### config.mk
export PLATFORM = sky130hd
export DESIGN_NAME = lsce_top
export DESIGN_NICKNAME = d
export VERILOG_FILES = /design/src/include/lsce_pkg.sv /design/src/hw/lsce_sync.sv /design/src/hw/lsce_ahb_if.sv /design/src/hw/lsce_top.sv
export VERILOG_INCLUDE_DIRS = /design/src /design/src/include
export SDC_FILE = /design/constraint.sdc
export NUM_CORES = 1
export LEC_CHECK = 0
export BUFFER_PORTS_ARGS = -buffer_cell sky130_fd_sc_hd__buf_2
export CAP_MARGIN = 10
export CELL_PAD_IN_SITES_DETAIL_PLACEMENT = 0
export CELL_PAD_IN_SITES_GLOBAL_PLACEMENT = 2
export CORE_ASPECT_RATIO = 0.9
export CORE_UTILIZATION = 29
export DETAILED_ROUTE_END_ITERATION = 8
export HOLD_SLACK_MARGIN = 0.02
export PLACE_DENSITY = 0.89
export SYNTH_ARGS = -nofsm -noshare
export SYNTH_HDL_FRONTEND = slang
export SYNTH_SLANG_ARGS = --single-unit
### constraint.sdc
create_clock -name hclk -period 2.37 [get_ports hclk]
set_clock_uncertainty 0.1 [all_clocks]
set_input_delay 0.1185 -clock hclk [delete_from_list [all_inputs] [get_ports hclk]]
set_output_delay 0.1185 -clock hclk [all_outputs]
set_load 0.02 [all_outputs]
### src/include/lsce_defines.svh
`ifndef LSCE_DEFINES_SVH
`define LSCE_DEFINES_SVH

// register indices, byte address is four times the index
`define LSCE_IDX_W        10
`define LSCE_IDX_STATUS   10'h208
`define LSCE_IDX_CHAN     10'h209
`define LSCE_IDX_SYNCW    10'h20f
`define LSCE_IDX_MASK     10'h300
`define LSCE_IDX_CTRL     10'h301
`define LSCE_IDX_GEOM     10'h302
`define LSCE_IDX_NONE     10'h3ff

// address slicing
`define LSCE_IDX_HI       11
`define LSCE_IDX_LO       2
`define LSCE_ADDR_TOP     31
`define LSCE_ADDR_TOPLO   12

// status bit positions
`define LSCE_ST_LINK      6
`define LSCE_ST_SYNC      5
`define LSCE_ST_REALIGN   4
`define LSCE_ST_ALIGN     3
`define LSCE_ST_SPLL      2
`define LSCE_ST_CPLL      0

// channel enable bit positions and reset
`define LSCE_CH_SINGLE    2
`define LSCE_CH_UPPER     1
`define LSCE_CH_LOWER     0
`define LSCE_CHAN_RST     3'h3

// control bits
`define LSCE_CTL_LINK     0
`define LSCE_CTL_CAL      1
`define LSCE_CTRL_RST     2'h0
`define LSCE_SYNCW_RST    2'h0

// geometry fields
`define LSCE_CNT_W        4
`define LSCE_GEOM_LHI     3
`define LSCE_GEOM_LLO     0
`define LSCE_GEOM_MHI     7
`define LSCE_GEOM_MLO     4

// bus encodings
`define LSCE_HSIZE_WORD   3'h2
`define LSCE_HRESP_OKAY   1'h0

`endif

### src/include/lsce_pkg.sv
package lsce_pkg;

    // one register access from the bus front end
    typedef struct packed {
        logic        wr;
        logic [9:0]  idx;
        logic [7:0]  wdata;
    } lsce_req_s;

    // frame geometry handed to the link framer
    typedef struct packed {
        logic [3:0]  lanes;
        logic [3:0]  convs;
        logic        tail_bits;
        logic        swap_pairs;
    } lsce_frame_s;

endpackage : lsce_pkg

### src/hw/lsce_sync.sv
`timescale 1ns/1ps

module lsce_sync #(
    parameter int WIDTH = 3
) (
    input  wire logic             hclk,
    input  wire logic             hresetn,
    input  wire logic [WIDTH-1:0] async_in,
    output logic      [WIDTH-1:0] sync_out
);

    logic [WIDTH-1:0] meta_r;

    always_ff @(posedge hclk or negedge hresetn) begin
        if (!hresetn) begin
            meta_r   <= '0;
            sync_out <= '0;
        end else begin
            meta_r   <= async_in;
            sync_out <= meta_r;
        end
    end

endmodule : lsce_sync

### src/hw/lsce_ahb_if.sv
`timescale 1ns/1ps
`include "lsce_defines.svh"

module lsce_ahb_if (
    input  wire logic              hclk,
    input  wire logic              hresetn,
    input  wire logic              hsel,
    input  wire logic [31:0]       haddr,
    input  wire logic [1:0]        htrans,
    input  wire logic              hwrite,
    input  wire logic [2:0]        hsize,
    input  wire logic [31:0]       hwdata,
    input  wire logic              hready,
    input  wire logic [7:0]        rdata,
    output lsce_pkg::lsce_req_s    req,
    output logic [31:0]            hrdata,
    output logic                   hreadyout,
    output logic                   hresp
);
    import lsce_pkg::*;

    logic                   accept;
    logic                   wr_pend_r;
    logic                   rd_pend_r;
    logic [`LSCE_IDX_W-1:0] idx_r;

    assign accept = hsel && hready && htrans[1];

    ////////////////////////////////////////////////////////////////////////////
    // address phase capture
    always_ff @(posedge hclk or negedge hresetn) begin
        if (!hresetn) begin
            wr_pend_r <= 1'b0;
            rd_pend_r <= 1'b0;
            idx_r     <= `LSCE_IDX_NONE;
        end else if (accept) begin
            wr_pend_r <= hwrite && (hsize == `LSCE_HSIZE_WORD);
            rd_pend_r <= !hwrite;
            // addresses beyond the block fall onto an unmapped index
            if (haddr[`LSCE_ADDR_TOP:`LSCE_ADDR_TOPLO] != '0) begin
                idx_r <= `LSCE_IDX_NONE;
            end else begin
                idx_r <= haddr[`LSCE_IDX_HI:`LSCE_IDX_LO];
            end
        end else begin
            wr_pend_r <= 1'b0;
            rd_pend_r <= 1'b0;
        end
    end

    ////////////////////////////////////////////////////////////////////////////
    // read takes one wait state so a write just before it is seen
    always_ff @(posedge hclk or negedge hresetn) begin
        if (!hresetn) begin
            hreadyout <= 1'b1;
            hrdata    <= '0;
            hresp     <= `LSCE_HRESP_OKAY;
        end else begin
            hresp <= `LSCE_HRESP_OKAY;
            if (accept && !hwrite) begin
                hreadyout <= 1'b0;
            end else if (rd_pend_r) begin
                hreadyout <= 1'b1;
                hrdata    <= {24'h0, rdata};
            end else begin
                hreadyout <= 1'b1;
            end
        end
    end

    always_comb begin
        req.wr    = wr_pend_r;
        req.idx   = idx_r;
        req.wdata = hwdata[7:0];
    end

endmodule : lsce_ahb_if

### src/hw/lsce_top.sv
`timescale 1ns/1ps
`include "lsce_defines.svh"

module lsce_top #(
    parameter logic [3:0] LANES_DEF = 4'h8,
    parameter logic [3:0] CONVS_DEF = 4'h4
) (
    input  wire logic              hclk,
    input  wire logic              hresetn,
    input  wire logic              hsel,
    input  wire logic [31:0]       haddr,
    input  wire logic [1:0]        htrans,
    input  wire logic              hwrite,
    input  wire logic [2:0]        hsize,
    input  wire logic [31:0]       hwdata,
    input  wire logic              hready,
    output logic [31:0]            hrdata,
    output logic                   hreadyout,
    output logic                   hresp,
    input  wire logic              link_up_in,
    input  wire logic              sync_n_pin,
    input  wire logic              serializer_pll_lock_pin,
    input  wire logic              sampling_pll_lock_pin,
    input  wire logic              sysref_event,
    input  wire logic              sysref_realign,
    output logic                   irq,
    output logic                   link_enable,
    output logic                   cal_enable,
    output logic [1:0]             sync_word_select,
    output logic [3:0]             chan_power,
    output logic                   one_channel_mode,
    output lsce_pkg::lsce_frame_s  frame_cfg
);
    import lsce_pkg::*;

    ////////////////////////////////////////////////////////////////////////////
    // halve a count, optionally rounding up
    function automatic logic [`LSCE_CNT_W-1:0] lsce_half(
        input logic [`LSCE_CNT_W-1:0] val,
        input logic                   up
    );
        logic [`LSCE_CNT_W:0] sum;
        sum = {1'b0, val} + {{`LSCE_CNT_W{1'b0}}, up};
        return sum[`LSCE_CNT_W:1];
    endfunction : lsce_half

    // write strobe for one register index
    function automatic logic lsce_hit(
        input lsce_req_s              r,
        input logic [`LSCE_IDX_W-1:0] idx
    );
        return r.wr && (r.idx == idx);
    endfunction : lsce_hit

    ////////////////////////////////////////////////////////////////////////////
    // bus front end
    lsce_req_s  req;
    logic [7:0] rdata;

    lsce_ahb_if u_bus (
        .hclk      (hclk),
        .hresetn   (hresetn),
        .hsel      (hsel),
        .haddr     (haddr),
        .htrans    (htrans),
        .hwrite    (hwrite),
        .hsize     (hsize),
        .hwdata    (hwdata),
        .hready    (hready),
        .rdata     (rdata),
        .req       (req),
        .hrdata    (hrdata),
        .hreadyout (hreadyout),
        .hresp     (hresp)
    );

    ////////////////////////////////////////////////////////////////////////////
    // pin inputs from other domains
    logic [2:0] pins_sync;

    lsce_sync #(
        .WIDTH (3)
    ) u_sync (
        .hclk     (hclk),
        .hresetn  (hresetn),
        .async_in ({sync_n_pin, serializer_pll_lock_pin, sampling_pll_lock_pin}),
        .sync_out (pins_sync)
    );

    ////////////////////////////////////////////////////////////////////////////
    // live status bits
    logic link_up_r;
    logic sync_state_r;
    logic spll_lock_r;
    logic cpll_lock_r;

    always_ff @(posedge hclk or negedge hresetn) begin
        if (!hresetn) begin
            link_up_r    <= 1'b0;
            sync_state_r <= 1'b0;
            spll_lock_r  <= 1'b0;
            cpll_lock_r  <= 1'b0;
        end else begin
            link_up_r    <= link_up_in;
            sync_state_r <= pins_sync[2];
            spll_lock_r  <= pins_sync[1];
            cpll_lock_r  <= pins_sync[0];
        end
    end

    ////////////////////////////////////////////////////////////////////////////
    // control registers
    logic [1:0] ctrl_r;
    logic [1:0] ctrl_nxt;
    logic       link_en_d_r;

    always_comb begin
        ctrl_nxt = ctrl_r;
        if (lsce_hit(req, `LSCE_IDX_CTRL)) begin
            ctrl_nxt = {req.wdata[`LSCE_CTL_CAL], req.wdata[`LSCE_CTL_LINK]};
        end
    end

    always_ff @(posedge hclk or negedge hresetn) begin
        if (!hresetn) begin
            ctrl_r      <= `LSCE_CTRL_RST;
            link_en_d_r <= 1'b0;
        end else begin
            ctrl_r      <= ctrl_nxt;
            link_en_d_r <= ctrl_r[`LSCE_CTL_LINK];
        end
    end

    logic [1:0] syncw_r;

    always_ff @(posedge hclk or negedge hresetn) begin
        if (!hresetn) begin
            syncw_r <= `LSCE_SYNCW_RST;
        end else if (lsce_hit(req, `LSCE_IDX_SYNCW)) begin
            syncw_r <= req.wdata[1:0];
        end
    end

    logic [2:0] chan_r;

    always_ff @(posedge hclk or negedge hresetn) begin
        if (!hresetn) begin
            chan_r <= `LSCE_CHAN_RST;
        end else if (lsce_hit(req, `LSCE_IDX_CHAN)) begin
            chan_r <= req.wdata[2:0];
        end
    end

    logic [3:0] lanes_cfg_r;
    logic [3:0] convs_cfg_r;

    always_ff @(posedge hclk or negedge hresetn) begin
        if (!hresetn) begin
            lanes_cfg_r <= LANES_DEF;
            convs_cfg_r <= CONVS_DEF;
        end else if (lsce_hit(req, `LSCE_IDX_GEOM)) begin
            lanes_cfg_r <= req.wdata[`LSCE_GEOM_LHI:`LSCE_GEOM_LLO];
            convs_cfg_r <= req.wdata[`LSCE_GEOM_MHI:`LSCE_GEOM_MLO];
        end
    end

    ////////////////////////////////////////////////////////////////////////////
    // sticky alignment flags, a set in the clearing cycle wins
    logic armed_r;
    logic realign_r;
    logic multiframe_phase_set_r;
    logic st_wr;
    logic align_set;

    assign st_wr     = lsce_hit(req, `LSCE_IDX_STATUS);
    assign align_set = sysref_event && armed_r && ctrl_r[`LSCE_CTL_LINK];

    // armed from the rise of link enable until the first sysref
    always_ff @(posedge hclk or negedge hresetn) begin
        if (!hresetn) begin
            armed_r <= 1'b0;
        end else if (!ctrl_r[`LSCE_CTL_LINK]) begin
            armed_r <= 1'b0;
        end else if (!link_en_d_r) begin
            armed_r <= 1'b1;
        end else if (sysref_event) begin
            armed_r <= 1'b0;
        end
    end

    always_ff @(posedge hclk or negedge hresetn) begin
        if (!hresetn) begin
            realign_r <= 1'b0;
        end else if (sysref_realign) begin
            realign_r <= 1'b1;
        end else if (st_wr && req.wdata[`LSCE_ST_REALIGN]) begin
            realign_r <= 1'b0;
        end
    end

    always_ff @(posedge hclk or negedge hresetn) begin
        if (!hresetn) begin
            multiframe_phase_set_r <= 1'b0;
        end else if (align_set) begin
            multiframe_phase_set_r <= 1'b1;
        end else if (st_wr && req.wdata[`LSCE_ST_ALIGN]) begin
            multiframe_phase_set_r <= 1'b0;
        end
    end

    ////////////////////////////////////////////////////////////////////////////
    // interrupt mask and level output
    logic [1:0] mask_r;

    always_ff @(posedge hclk or negedge hresetn) begin
        if (!hresetn) begin
            mask_r <= 2'h0;
        end else if (lsce_hit(req, `LSCE_IDX_MASK)) begin
            mask_r <= {req.wdata[`LSCE_ST_REALIGN], req.wdata[`LSCE_ST_ALIGN]};
        end
    end

    always_ff @(posedge hclk or negedge hresetn) begin
        if (!hresetn) begin
            irq <= 1'b0;
        end else begin
            irq <= |({realign_r, multiframe_phase_set_r} & mask_r);
        end
    end

    ////////////////////////////////////////////////////////////////////////////
    // read mux, reserved bits read zero
    logic [7:0] status_val;
    logic [7:0] mask_val;

    always_comb begin
        status_val                   = 8'h00;
        status_val[`LSCE_ST_LINK]    = link_up_r;
        status_val[`LSCE_ST_SYNC]    = sync_state_r;
        status_val[`LSCE_ST_REALIGN] = realign_r;
        status_val[`LSCE_ST_ALIGN]   = multiframe_phase_set_r;
        status_val[`LSCE_ST_SPLL]    = spll_lock_r;
        status_val[`LSCE_ST_CPLL]    = cpll_lock_r;
        mask_val                     = 8'h00;
        mask_val[`LSCE_ST_REALIGN]   = mask_r[1];
        mask_val[`LSCE_ST_ALIGN]     = mask_r[0];
    end

    always_comb begin
        case (req.idx)
            `LSCE_IDX_STATUS: rdata = status_val;
            `LSCE_IDX_CHAN:   rdata = {5'h00, chan_r};
            `LSCE_IDX_SYNCW:  rdata = {6'h00, syncw_r};
            `LSCE_IDX_MASK:   rdata = mask_val;
            `LSCE_IDX_CTRL:   rdata = {6'h00, ctrl_r};
            `LSCE_IDX_GEOM:   rdata = {convs_cfg_r, lanes_cfg_r};
            default:          rdata = 8'h00;
        endcase
    end

    ////////////////////////////////////////////////////////////////////////////
    // channel power and frame geometry
    logic        single;
    logic        lower_on;
    logic        upper_on;
    logic        halved;
    lsce_frame_s frame_nxt;
    logic [3:0]  power_nxt;

    assign single   = chan_r[`LSCE_CH_SINGLE];
    assign lower_on = chan_r[`LSCE_CH_LOWER];
    assign upper_on = chan_r[`LSCE_CH_UPPER] && !single;

    always_comb begin
        // channels D C B A from msb down
        power_nxt[0] = lower_on;
        power_nxt[1] = lower_on && !single;
        power_nxt[2] = upper_on;
        power_nxt[3] = upper_on;
        halved       = !(lower_on && upper_on);
        if (halved) begin
            frame_nxt.lanes = lsce_half(lanes_cfg_r, 1'b1);
            frame_nxt.convs = lsce_half(convs_cfg_r, 1'b0);
        end else begin
            frame_nxt.lanes = lanes_cfg_r;
            frame_nxt.convs = convs_cfg_r;
        end
        frame_nxt.tail_bits  = halved && lanes_cfg_r[0];
        frame_nxt.swap_pairs = !lower_on && upper_on;
    end

    always_ff @(posedge hclk or negedge hresetn) begin
        if (!hresetn) begin
            chan_power       <= 4'hf;
            one_channel_mode <= 1'b0;
            frame_cfg        <= '{lanes: LANES_DEF, convs: CONVS_DEF,
                                  tail_bits: 1'b0, swap_pairs: 1'b0};
        end else begin
            chan_power       <= power_nxt;
            one_channel_mode <= single;
            frame_cfg        <= frame_nxt;
        end
    end

    ////////////////////////////////////////////////////////////////////////////
    // control outputs
    always_ff @(posedge hclk or negedge hresetn) begin
        if (!hresetn) begin
            link_enable      <= 1'b0;
            cal_enable       <= 1'b0;
            sync_word_select <= `LSCE_SYNCW_RST;
        end else begin
            link_enable      <= ctrl_r[`LSCE_CTL_LINK];
            cal_enable       <= ctrl_r[`LSCE_CTL_CAL];
            sync_word_select <= syncw_r;
        end
    end

endmodule : lsce_top

[Word-level counts from Yosys, hierarchy flattened]
Index checks and enable logic that the tools add are counted.
Storage, ports and cells
  input bits: 80
  word-level logic and storage cells: 82
  output and inout port bits: 54
  register bits: 70
Cells by class
  add/sub/neg operators: 1
  bitwise gates (word level): 2
  equal/unequal tests: 8
  reduce and logical (&&, ||, !) cells: 28
  multiplexer cells: 13
Operator list (count)
  $eq A10 B10 Y1 const B: 6
  $pmux W8 S6: 1
  $reduce_bool A20 Y1: 1
  $logic_and A1 B1 Y1: 19
  $mux W1: 10
  $mux W10: 1
  $mux W8: 1
  $add A4 B1 Y5 const B: 1
  $logic_not A1 Y1: 4
  $reduce_bool A2 Y1: 2
  $eq A3 B2 Y1 const B: 1
  $ne A3 B3 Y1 const B: 1
  $and A2 B2 Y2: 1
  $reduce_and A2 Y1: 1
  $reduce_or A2 Y1: 1
  $not A1 Y1: 1

[Depth between registers and ports, before layout]
Gate-level depths: netlist of the first run.
  depth after elaboration: 5
  depth in mapped cells: 6
  gate-level depth less buffers: 5

[Hierarchy]
A second synthesis of the first run with hierarchy kept.
Second synthesis, totals
  cells, all modules: 251
  area, all modules: 3185.6 um^2
By module, submodules not included
  lsce_top: cells each 134, seq. area each 1087.3 um^2, area an instance 1844.3 um^2, times used 1
  lsce_ahb_if: cells each 111, seq. area each 539.3 um^2, area an instance 1191.1 um^2, times used 1
  lsce_sync: cells each 6, seq. area each 150.1 um^2, area an instance 150.1 um^2, times used 1

[Least setup slack after synthesis of the first run]
Ideal clock, no wire load.
  kind: reg-to-reg
  start point: register u_bus.idx_r[8]
  end point: register convs_cfg_r[0]
  buffers on the path: 2
  cell stages (with the launch flop): 7
  library setup time: 0.125 ns
  clock period less this slack: 1.805 ns
  path slack: 0.565 ns
  arrival: 1.580 ns
  required time: 2.145 ns
  cells stage by stage: dfstp_2 -> nor2b_4 -> and3_4 -> buf_6 -> nor2b_4 -> buf_8 -> mux2_4
On the way
  longest elaborated chain between the ends: 2
RTL lines
  start: declaration: RTL line lsce_ahb_if.sv:25  | logic [`LSCE_IDX_W-1:0] idx_r;
  start signal: assignment: RTL line lsce_ahb_if.sv:35  | idx_r <= `LSCE_IDX_NONE;
  start signal: assignment: RTL line lsce_ahb_if.sv:41  | idx_r <= `LSCE_IDX_NONE;
  start signal: assignment: RTL line lsce_ahb_if.sv:43  | idx_r <= haddr[`LSCE_IDX_HI:`LSCE_IDX_LO];
  $eq A10 B10 Y1: RTL line lsce_top.sv:52  | return r.wr && (r.idx == idx);
  $logic_and A1 B1 Y1: RTL line lsce_top.sv:52
  end signal: assignment: RTL line lsce_top.sv:163  | convs_cfg_r <= req.wdata[`LSCE_GEOM_MHI:`LSCE_GEOM_MLO];
  end: declaration: RTL line lsce_top.sv:155  | logic [3:0] convs_cfg_r;
Every way passes these cells.
A chain may end at the register's enable or synchronous reset.

[Worst setup path in the final report of the first run]
  start point: register u_bus.idx_r[9]
  end point: register realign_r
On the way
  longest elaborated chain between the ends: 4
RTL lines
  $eq A10 B10 Y1: RTL line lsce_top.sv:52
  $logic_and A1 B1 Y1: RTL line lsce_top.sv:52
  $logic_and A1 B1 Y1: RTL line lsce_top.sv:196  | end else if (st_wr && req.wdata[`LSCE_ST_REALIGN]) begin
  $reduce_bool A2 Y1 (no source line)
  end signal: assignment: RTL line lsce_top.sv:193  | realign_r <= 1'b0;
  end signal: assignment: RTL line lsce_top.sv:195  | realign_r <= 1'b1;
  end signal: assignment: RTL line lsce_top.sv:197  | realign_r <= 1'b0;
  end: declaration: RTL line lsce_top.sv:170  | logic realign_r;
Every way passes these cells.

==> results_dict.tcl, run 1 <==
set metrics [dict create \
    final_common_cell "buf_2" \
    cts_buffers 9 \
    first_pass_iters 4 \
    worstPathMaxFanout 6 \
    synth_top_area_share_pct 41.8 \
    clkLatencyLatePin_ps 330 \
    syn_inst 235 \
    hold_viol_final 0 \
    async_flop_share_pct 100 \
    die_height_microns 98.4 \
    grt_pass1_vias 2191 \
    diodes 0 \
    worst_pin_slew_ps 648 \
    synth_edf_count 0 \
    grt_max_degree 43 \
    core_sq_mm 0.00987 \
    arrival_ps 2310 \
    use_met1_pct 16.5 \
    cp.required_ps 2470 \
    p_leak_nw 1.92 \
    drv_slew 0 \
    netlist_area_sq_mm 0.00300 \
    num_io_pins 134 \
    grt.total_usage_pct 13.1 \
    cp_slowest_cell "dlygate4sd3_1" \
    syn_to_final_growth_pct 35.0 \
    fin_nets 435 \
    period_needed_ps 2200 \
    synth_seq_cells 70 \
    hold_path_class "register to register" \
    p_per_area_mw_per_mm2 646 \
    cts_root_buf "clkbuf_16" \
    io_buffers 81 \
    synth_area_leaders "dfrtp_1, dfstp_2, buf_4" \
    cp-start-kind "register" \
    dp_slack_ps 394 \
    setup_tns_ps 0 \
    drcViolationCount 0 \
    path_delay_family "simple AND/OR/NAND/NOR gates" \
    dp_hpwl_microns 4770 \
    postCtsSetupBuffers 0 \
    vias 2121 \
    grt_busiest_layer "met2" \
    antenna_found_initial 0 \
    die_w_microns 109 \
    die_area_sq_mm 0.0107 \
    synth_warnings 0 \
    syn_avg_cell_area_sq_um 12.8 \
    path_cells "nor3b_2, nand3_4, nor3_2, nand2_1, a21o_1, dlygate4sd3_1" \
    final_cell_mix "buf_2, dfrtp_1, dlygate4sd3_1, conb_1, nand2_1" \
    end_kind "register" \
    stdcell_count 485 \
    seq_area_frac_synth_pct 59.3 \
    htreeDepth 3 \
    final_util_pct 41.0 \
    clkTransAtPathRegs_ps 50 \
    path_class "register to register" \
    clockBufferDepth 2 \
    final.setup.worst_slack_ps 166 \
    vias_per_cell 4.37 \
    use_met3_pct 3.64 \
    ant_nets 0 \
    ir_drop_v 0.000416 \
    drt-total-wl_microns 6410 \
    max_clock_freq_ghz 0.454 \
    p_total_mw 2.61 \
    synth_top_area_cell "dfrtp_1" \
    slew_headroom_pct 56.8 \
    status "finished, final reports clean" \
    placement_rows 34 \
    grt_setup_unrepaired "no" \
    placedCellCount 438 \
    dominantRegCellSynth "dfrtp_1" \
    finalSetupViolations 0 \
    met2_usage_pct 21.4 \
    crit_buf_inv 1 \
    wl_per_cell_microns 13.2 \
    max_stage_delay_ps 550 \
    final_layout_size_suffix_gt1_share_pct 40.7 \
    cts_tree "done" \
    globalplace.congestion 0.770 \
    maxCapViolCount 0 \
    netlist-cell-type-count 43 \
    finalCritPeriodShare_pct 93.0 \
    drt_iter0_drc 113 \
    grt_pass1_wl_microns 10600 \
    gr-total-overflow 0 \
    cts.sinks 70 \
    start_util_pct 30.4 \
]
==> cells by family after synthesis <==
| logic type | share of synthesized area, % |
|---|---|
| flops | 59.3 |
| simple gates | 12.8 |
| compound gates | 9.90 |
| buf+inv | 7.93 |
| mux | 9.23 |
| fa+ha+maj | 0.417 |
| other cells | 0.125 |
| xor+xnor | 0.292 |
==> power by group <==
part	internal, mW	leakage [nW]	switching (mW)
logic	0.0686	0.903	0.0879
registers	1.21	0.879	0.00334
clock network	0.793	0.140	0.452
total	2.07	1.92	0.543
==> layout make-up <==
type | instances | area, sq um
repair buffers | 114 | 743
clock buffers | 15 | 278
well taps | 126 | 158
fillers | 982 | 5820
inverters | 2 | 7.51
clock inverters | 1 | 5.00
flip-flops and latches | 70 | 1780
multi-input cells | 157 | 1080
==> Yosys cell counts (2+ instances only) <==
cell type,instances
a21boi_0,2
a21oi_1,4
a221oi_1,2
a22o_1,3
a22oi_1,8
and3_1,2
buf_4,26
dfrtp_1,50
dfstp_2,20
inv_1,2
mux2_2,13
mux2_4,8
nand2_1,21
nand2b_1,5
nand3_1,4
nor2_1,11
nor2b_1,4
nor2b_4,2
nor3_2,3
nor4_1,5
o21ai_0,3
o21ai_1,8
o22a_1,9
==> what timing repair did <==
item | in CTS | in global routing
endpoints found under the setup margin | 0 | 1
endpoints found under the hold margin | 54 | 0
hold buffers | 31 | 0
gates resized for setup | 0 | 1
==> per-stage QoR <==
stage	instance area [sq um]	hold WS (ps)
floorplan	3090	-277
CTS	4040	244
detailed placement	3450	91.9
global route	4050	253
finish	4050	244
global placement	3450	78.7
==> registers in the layout, summed over array words and instances, names as in the netlist, 2 cells and up <==
signal and flops:
mask_r 2, u_sync.sync_out 3, sync_word_select 2, chan_r 3, lanes_cfg_r 4, u_sync.meta_r 3
convs_cfg_r 4, ctrl_r 2, syncw_r 2, frame_cfg 10, chan_power 3, u_bus.hrdata 8
u_bus.idx_r 10
==> layer usage <==
| metal | wire length [microns] | part of all wire, % | vias to the layer above |
|---|---|---|---|
| met2 | 3040 | 47 | 69 |
| li1 | - | - | 1014 |
| met1 | 2950 | 46 | 1029 |
| met3 | 329 | 5.1 | 9 |
| met5 | 0 | 0 | - |
| met4 | 88 | 1.4 | 0 |
==> final timing paths <==
check,from,to,slack [ps],cells after the start
max,u_bus.idx_r[9],realign_r,170,6
min in group asynchronous,hresetn,u_bus.hrdata[7],260,2
max in group asynchronous,hresetn,chan_r[0],1220,3
max reg2reg,u_bus.idx_r[9],realign_r,170,6
min,u_sync.sync_out[2],sync_state_r,240,0
min reg2reg,u_sync.sync_out[2],sync_state_r,240,0
Note: power is estimated with default switching activity, not from simulation.
==> run 2: changes to the inputs <==
ABC_AREA = 1   (was not set)
CORE_UTILIZATION = 27   (was 29)
CTS_CLUSTER_SIZE = 12   (was not set)
PLACE_DENSITY = 0.88   (was 0.89)
==> run 2 against run 1 <==
Effect of this change: global-route usage down 1.1 points; count of clock-buffer cells in the layout down 5; synthesized cell count up 40%; fmax up 34%; largest cell class unchanged; highest routed layer unchanged.
==> results_dict.tcl, run 2 <==
set metrics [dict create \
    clkTransAtPathRegs_ps 60 \
    antenna_found_initial 0 \
    largestRegisters "frame_cfg (10), u_bus.idx_r (10), u_bus.hrdata (8)" \
    p_per_area_mw_per_mm2 690 \
    wl_per_cell_microns 10.8 \
    grt.total_usage_pct 12.0 \
    syn_avg_cell_area_sq_um 9.43 \
    crit_buf_inv 1 \
    final_common_cell "nand2_1" \
    finalSetupViolations 0 \
    async_flop_share_pct 100 \
    p_leak_nw 2.18 \
    arrival_ps 1810 \
    seq_area_frac_synth_pct 57.1 \
    ir_drop_v 0.000327 \
    synth_top_area_cell "dfrtp_1" \
    grt_pass1_vias 2289 \
    io_buffers 81 \
    synth_common_cells "nand2_1, dfrtp_1, buf_4, nor2_1, inv_1" \
    synth_most_common_cell "nand2_1" \
    status "finished, final reports clean" \
    postCtsSetupBuffers 0 \
    die_w_microns 115 \
    hold_slack_ps 56.7 \
    dp_slack_ps 739 \
    max_stage_delay_ps 560 \
    path_cells "inv_2, nor2_1, nand2_1, nor2_2, nand3_1, o211ai_2, nand2_1, nand2_1" \
    drt-total-wl_microns 6510 \
    start_util_pct 28.2 \
    sw_frac_of_total_pct 24.3 \
    netlist_area_sq_mm 0.00311 \
    worstPathMaxFanout 6 \
    grt_setup_unrepaired "no" \
    cts.sinks 70 \
    drv_slew 0 \
    placement_rows 36 \
    drcViolationCount 0 \
    ant_nets 0 \
    maxCapViolCount 0 \
    gr-total-overflow 0 \
    placedCellCount 559 \
    vias_per_cell 4.01 \
    fin_nets 527 \
    die_height_microns 104 \
    path_delay_family "simple AND/OR/NAND/NOR gates" \
    end_kind "register" \
    first_pass_iters 4 \
    final_layout_size_suffix_gt1_share_pct 32.2 \
    dp_hpwl_microns 4800 \
    period_needed_ps 1650 \
    diodes 0 \
    final_util_pct 37.9 \
    synth_warnings 0 \
    clockBufferDepth 2 \
    cpMostUsedCell "nand2_1" \
    cp-start-kind "register" \
    cts_tree "done" \
    cts_root_buf "clkbuf_16" \
    netlist-cell-type-count 36 \
    dominantRegCellSynth "dfrtp_1" \
    intPower_mw 2.18 \
    path_class "register to register" \
    htreeDepth 3 \
    p_comb_share_pct 9.3 \
    max_clock_freq_ghz 0.606 \
    pwr-share-clk_pct 45.9 \
    die_area_sq_mm 0.0120 \
    synth_area_leaders "dfrtp_1, dfstp_2, nand2_1" \
    setup_tns_ps 0 \
    cp.required_ps 2530 \
    num_io_pins 134 \
    syn_to_final_growth_pct 34.3 \
    final_cell_mix "nand2_1, buf_2, dfrtp_1, dlygate4sd3_1, nor2_1" \
    drt_iter0_drc 105 \
    use_met1_pct 16.5 \
    cts_buffers 9 \
    power_frac_seq_pct 44.7 \
    grt_busiest_layer "met2" \
    syn_inst 330 \
    vias 2421 \
    clkLatencyLatePin_ps 330 \
    synth_top_area_share_pct 40.2 \
    cp_slowest_cell "dfstp_2" \
    globalplace.congestion 0.753 \
    final.setup.worst_slack_ps 720 \
    hold_viol_final 0 \
    met2_usage_pct 17.6 \
    synth_seq_cells 70 \
    hold_path_class "input pin to asynchronous set/reset pin" \
    grt_pass1_wl_microns 10900 \
    stdcell_count 603 \
    synth_edf_count 0 \
    use_met3_pct 3.22 \
    finalCritPeriodShare_pct 69.6 \
    core_sq_mm 0.0110 \
    p_switching_mw 0.701 \
    grt_max_degree 38 \
]
## run 2: cell count changes after synthesis, moves of 9 or more
cell and change:
nand2_1 +64, nor2_1 +15, o21ai_0 +19, inv_1 +23, mux2_2 -12, nand3_1 +17, o22a_1 -9
## run 2: final timing paths
kind | from | endpoint | slack (ps) | cells after the start
max | u_bus.idx_r[3] | u_bus.hrdata[2] | 720 | 8
max reg2reg | u_bus.idx_r[3] | u_bus.hrdata[2] | 720 | 8
min reg2reg | u_sync.sync_out[2] | sync_state_r | 240 | 0
min | hresetn | cal_enable | 60 | 2
min in group hclk | hready | u_bus.idx_r[5] | 100 | 5
max in group asynchronous | hresetn | u_bus.hreadyout | 1400 | 3
## run 2: through the flow
step / cell area, sq um / total power [mW]
global placement: 3600 / 1.54
finish: 4180 / 2.88
floorplan: 3200 / 1.47
global route: 4180 / 3.02
CTS: 4180 / 2.93
detailed placement: 3600 / 1.55
## run 2: final cells by class
cell class | count | area [sq um]
clock buffers | 10 | 229
clock inverters | 6 | 71.3
fillers | 1112 | 6860
inverters | 28 | 105
multi-input cells | 224 | 1090
flip-flops and latches | 70 | 1780
well taps | 152 | 190
repair buffers | 113 | 716
## run 2: worst reg2reg max path, cell delays in order, from the launching register on
cell	delay (ps)
dfstp_2	560
inv_2	40
nor2_1	160
nand2_1	90
nor2_2	240
nand3_1	170
o211ai_2	110
nand2_1	70
nand2_1	50
## run 2: metal layers
metal / up-vias / routed length, microns
met1: 1083 / 3310
met5: - / 0
li1: 1240 / -
met2: 89 / 2770
met3: 9 / 337
met4: 0 / 94
## run 2: cell families (layout without fill, tap and decap cells)
logic type / Yosys count / in the layout / share of synthesized area, %
buffers and inverters: 60 / 157 / 10.7
AOI/OAI and AO/OA: 43 / 43 / 8.81
and+or+nand+nor: 153 / 153 / 22.2
other: 1 / 25 / 0.121
adders and majority gates: 1 / 1 / 0.402
muxes: 1 / 1 / 0.362
DFF: 70 / 70 / 57.1
xor gates and xnor gates: 1 / 1 / 0.282
## run 2: timing repair
item	CTS	global route
hold endpoints to repair	80	0
resized for setup	0	0
hold buffers	28	0
## run 2: power by group through the flow
stage / Clock [mW] / Combinational [mW] / Sequential (mW)
after floorplan: 0 / 0.171 / 1.30
after global placement: 0 / 0.234 / 1.31
after detailed placement: 0 / 0.238 / 1.31
after CTS: 1.36 / 0.273 / 1.29
after global routing: 1.42 / 0.305 / 1.29
final: 1.32 / 0.269 / 1.29
==> run 3: changes to the inputs <==
clock period = 1.56 ns   (was 2.37 ns; I/O delays follow)
==> run 3 against run 2 <==
Effect of this change: die area unchanged; wire length grew 0.88%; design area increased by 5.9%; via count is 1.9% higher; critical path depth stayed put; register-to-register slack worse by 680 ps; critical endpoint is now u_bus.hrdata[0]; sequential share of layout area decreased by 2.4 points; final cell count rose by 1.8%; worst setup slack got worse by 680 ps; global-route usage is essentially flat.
==> results_dict.tcl, run 3 (synthesized netlist as in run 2, its figures left out) <==
set metrics [dict create \
    status "finished, final reports clean" \
    stdcell_area_sq_mm 0.00442 \
    placed_area_sq_mm 0.00367 \
    final_layout_size_suffix_gt1_share_pct 37.2 \
    dp_slack_ps -41.2 \
    worstPathMaxFanout 6 \
    core_sq_mm 0.0110 \
    cts.sinks 70 \
    stdcell_count 614 \
    io_buffers 81 \
    ant_nets 0 \
    path_class "register to register" \
    hold_path_class "input pin to register" \
    cts_root_buf "clkbuf_16" \
    grt_setup_unrepaired "yes" \
    globalplace.congestion 0.766 \
    cp_slowest_cell "dfstp_2" \
    placedCellCount 566 \
    finalSetupViolations 0 \
    max_clock_freq_ghz 0.657 \
    wl_per_cell_microns 10.7 \
    cpMostUsedCell "nand2_1" \
    dp_hpwl_microns 4840 \
    die_area_sq_mm 0.0120 \
    start_util_pct 28.2 \
    maxCapViolCount 0 \
    clkTransAtPathRegs_ps 50 \
    ir_drop_v 0.000593 \
    cp.required_ps 1660 \
    hold_slack_ps 88.9 \
    largestRegisters "frame_cfg (10), u_bus.idx_r (10), u_bus.hrdata (8)" \
    cp-start-kind "register" \
    syn_to_final_growth_pct 42.2 \
    fin_nets 539 \
    cts_tree "done" \
    antenna_found_initial 0 \
    vias 2467 \
    final_common_cell "buf_2" \
    max_stage_delay_ps 560 \
    drv_slew 0 \
    p_total_mw 4.73 \
    drcViolationCount 0 \
    r2r_slack_ps 40 \
    period_needed_ps 1520 \
    drt_iter0_drc 113 \
    p_per_area_mw_per_mm2 1070 \
    cts_buffers 9 \
    nFillCells 1095 \
    grt_pass1_vias 2341 \
    placement_rows 36 \
    finalCritPeriodShare_pct 97.6 \
    die_w_microns 115 \
    final.setup.worst_slack_ps 38.1 \
    diodes 0 \
    grt.total_usage_pct 12.0 \
    drt-total-wl_microns 6570 \
    final_cell_mix "buf_2, nand2_1, dfrtp_1, dlygate4sd3_1, conb_1" \
    grt_pass1_wl_microns 11100 \
    htreeDepth 3 \
    die_height_microns 104 \
    end_kind "register" \
    grt_max_degree 71 \
    clockBufferDepth 2 \
    hold_viol_final 0 \
    num_io_pins 134 \
    vias_per_cell 4.02 \
    arrival_ps 1620 \
    first_pass_iters 4 \
    gr-total-overflow 0 \
    clkLatencyLatePin_ps 320 \
    p_leak_nw 2.28 \
    path_cells "buf_12, nor2_1, nand2_1, nor2_4, nand3_1, nand2_1, o21bai_1, nand2_1" \
]
-- run 3: power by group --
group          switching [mW]  internal (mW)  total [mW]  leakage, nW
Clock                   0.709           1.55        2.26        0.161
Combinational           0.295          0.220       0.514         1.36
Sequential             0.0496           1.91        1.96        0.762
Total                    1.05           3.68        4.73         2.28
-- run 3: cell type report --
cell class	count	area, sq um	area share (%)
Multi-Input combinational cell	224	1160	26.3
Sequential cell	70	1780	40.2
Timing Repair Buffer	125	850	19.2
Clock buffer	9	225	5.09
Clock inverter	6	111	2.52
Tap cell	152	190	4.30
Inverter	28	109	2.46
-- run 3: metal layers --
metal	part of all wire [%]	vias up	global-route usage, %
met2	44	88	17.0
li1	-	1264	-
met3	5.0	2	3.34
met4	0.61	0	4.73
met1	51	1113	17.2
met5	0	-	0
-- run 3: per-stage QoR --
step	TNS, ps	util (%)
after floorplan	0	-
after global placement	0	33.3
after detailed placement	-41.2	33.3
after CTS	0	39.0
after global routing	-280	40.1
final	0	40.1
-- run 3: final timing paths --
check | start | to | depth (start not counted)
max | u_bus.idx_r[1] | u_bus.hrdata[0] | 8
max in group asynchronous | hresetn | u_bus.hreadyout | 3
max reg2reg | u_bus.idx_r[1] | u_bus.hrdata[0] | 8
min reg2reg | u_sync.meta_r[2] | u_sync.sync_out[2] | 0
min in group asynchronous | hresetn | frame_cfg[0] | 3
min | hready | u_bus.idx_r[2] | 5
-- run 3: worst max-delay path, delay by kind of cell (launching register included) --
family | cells | cell delay, ps
AOI/OAI and AO/OA | 1 | 190
and+or+nand+nor | 6 | 440
DFF | 1 | 560
buffers and inverters | 1 | 120
-- run 3: repair_timing --
item,in CTS,in global routing
setup endpoints to repair,1,18
pin swaps,1,16
setup buffers,0,4
hold buffers,29,0
gates resized for setup,2,26
hold endpoints to repair,106,0
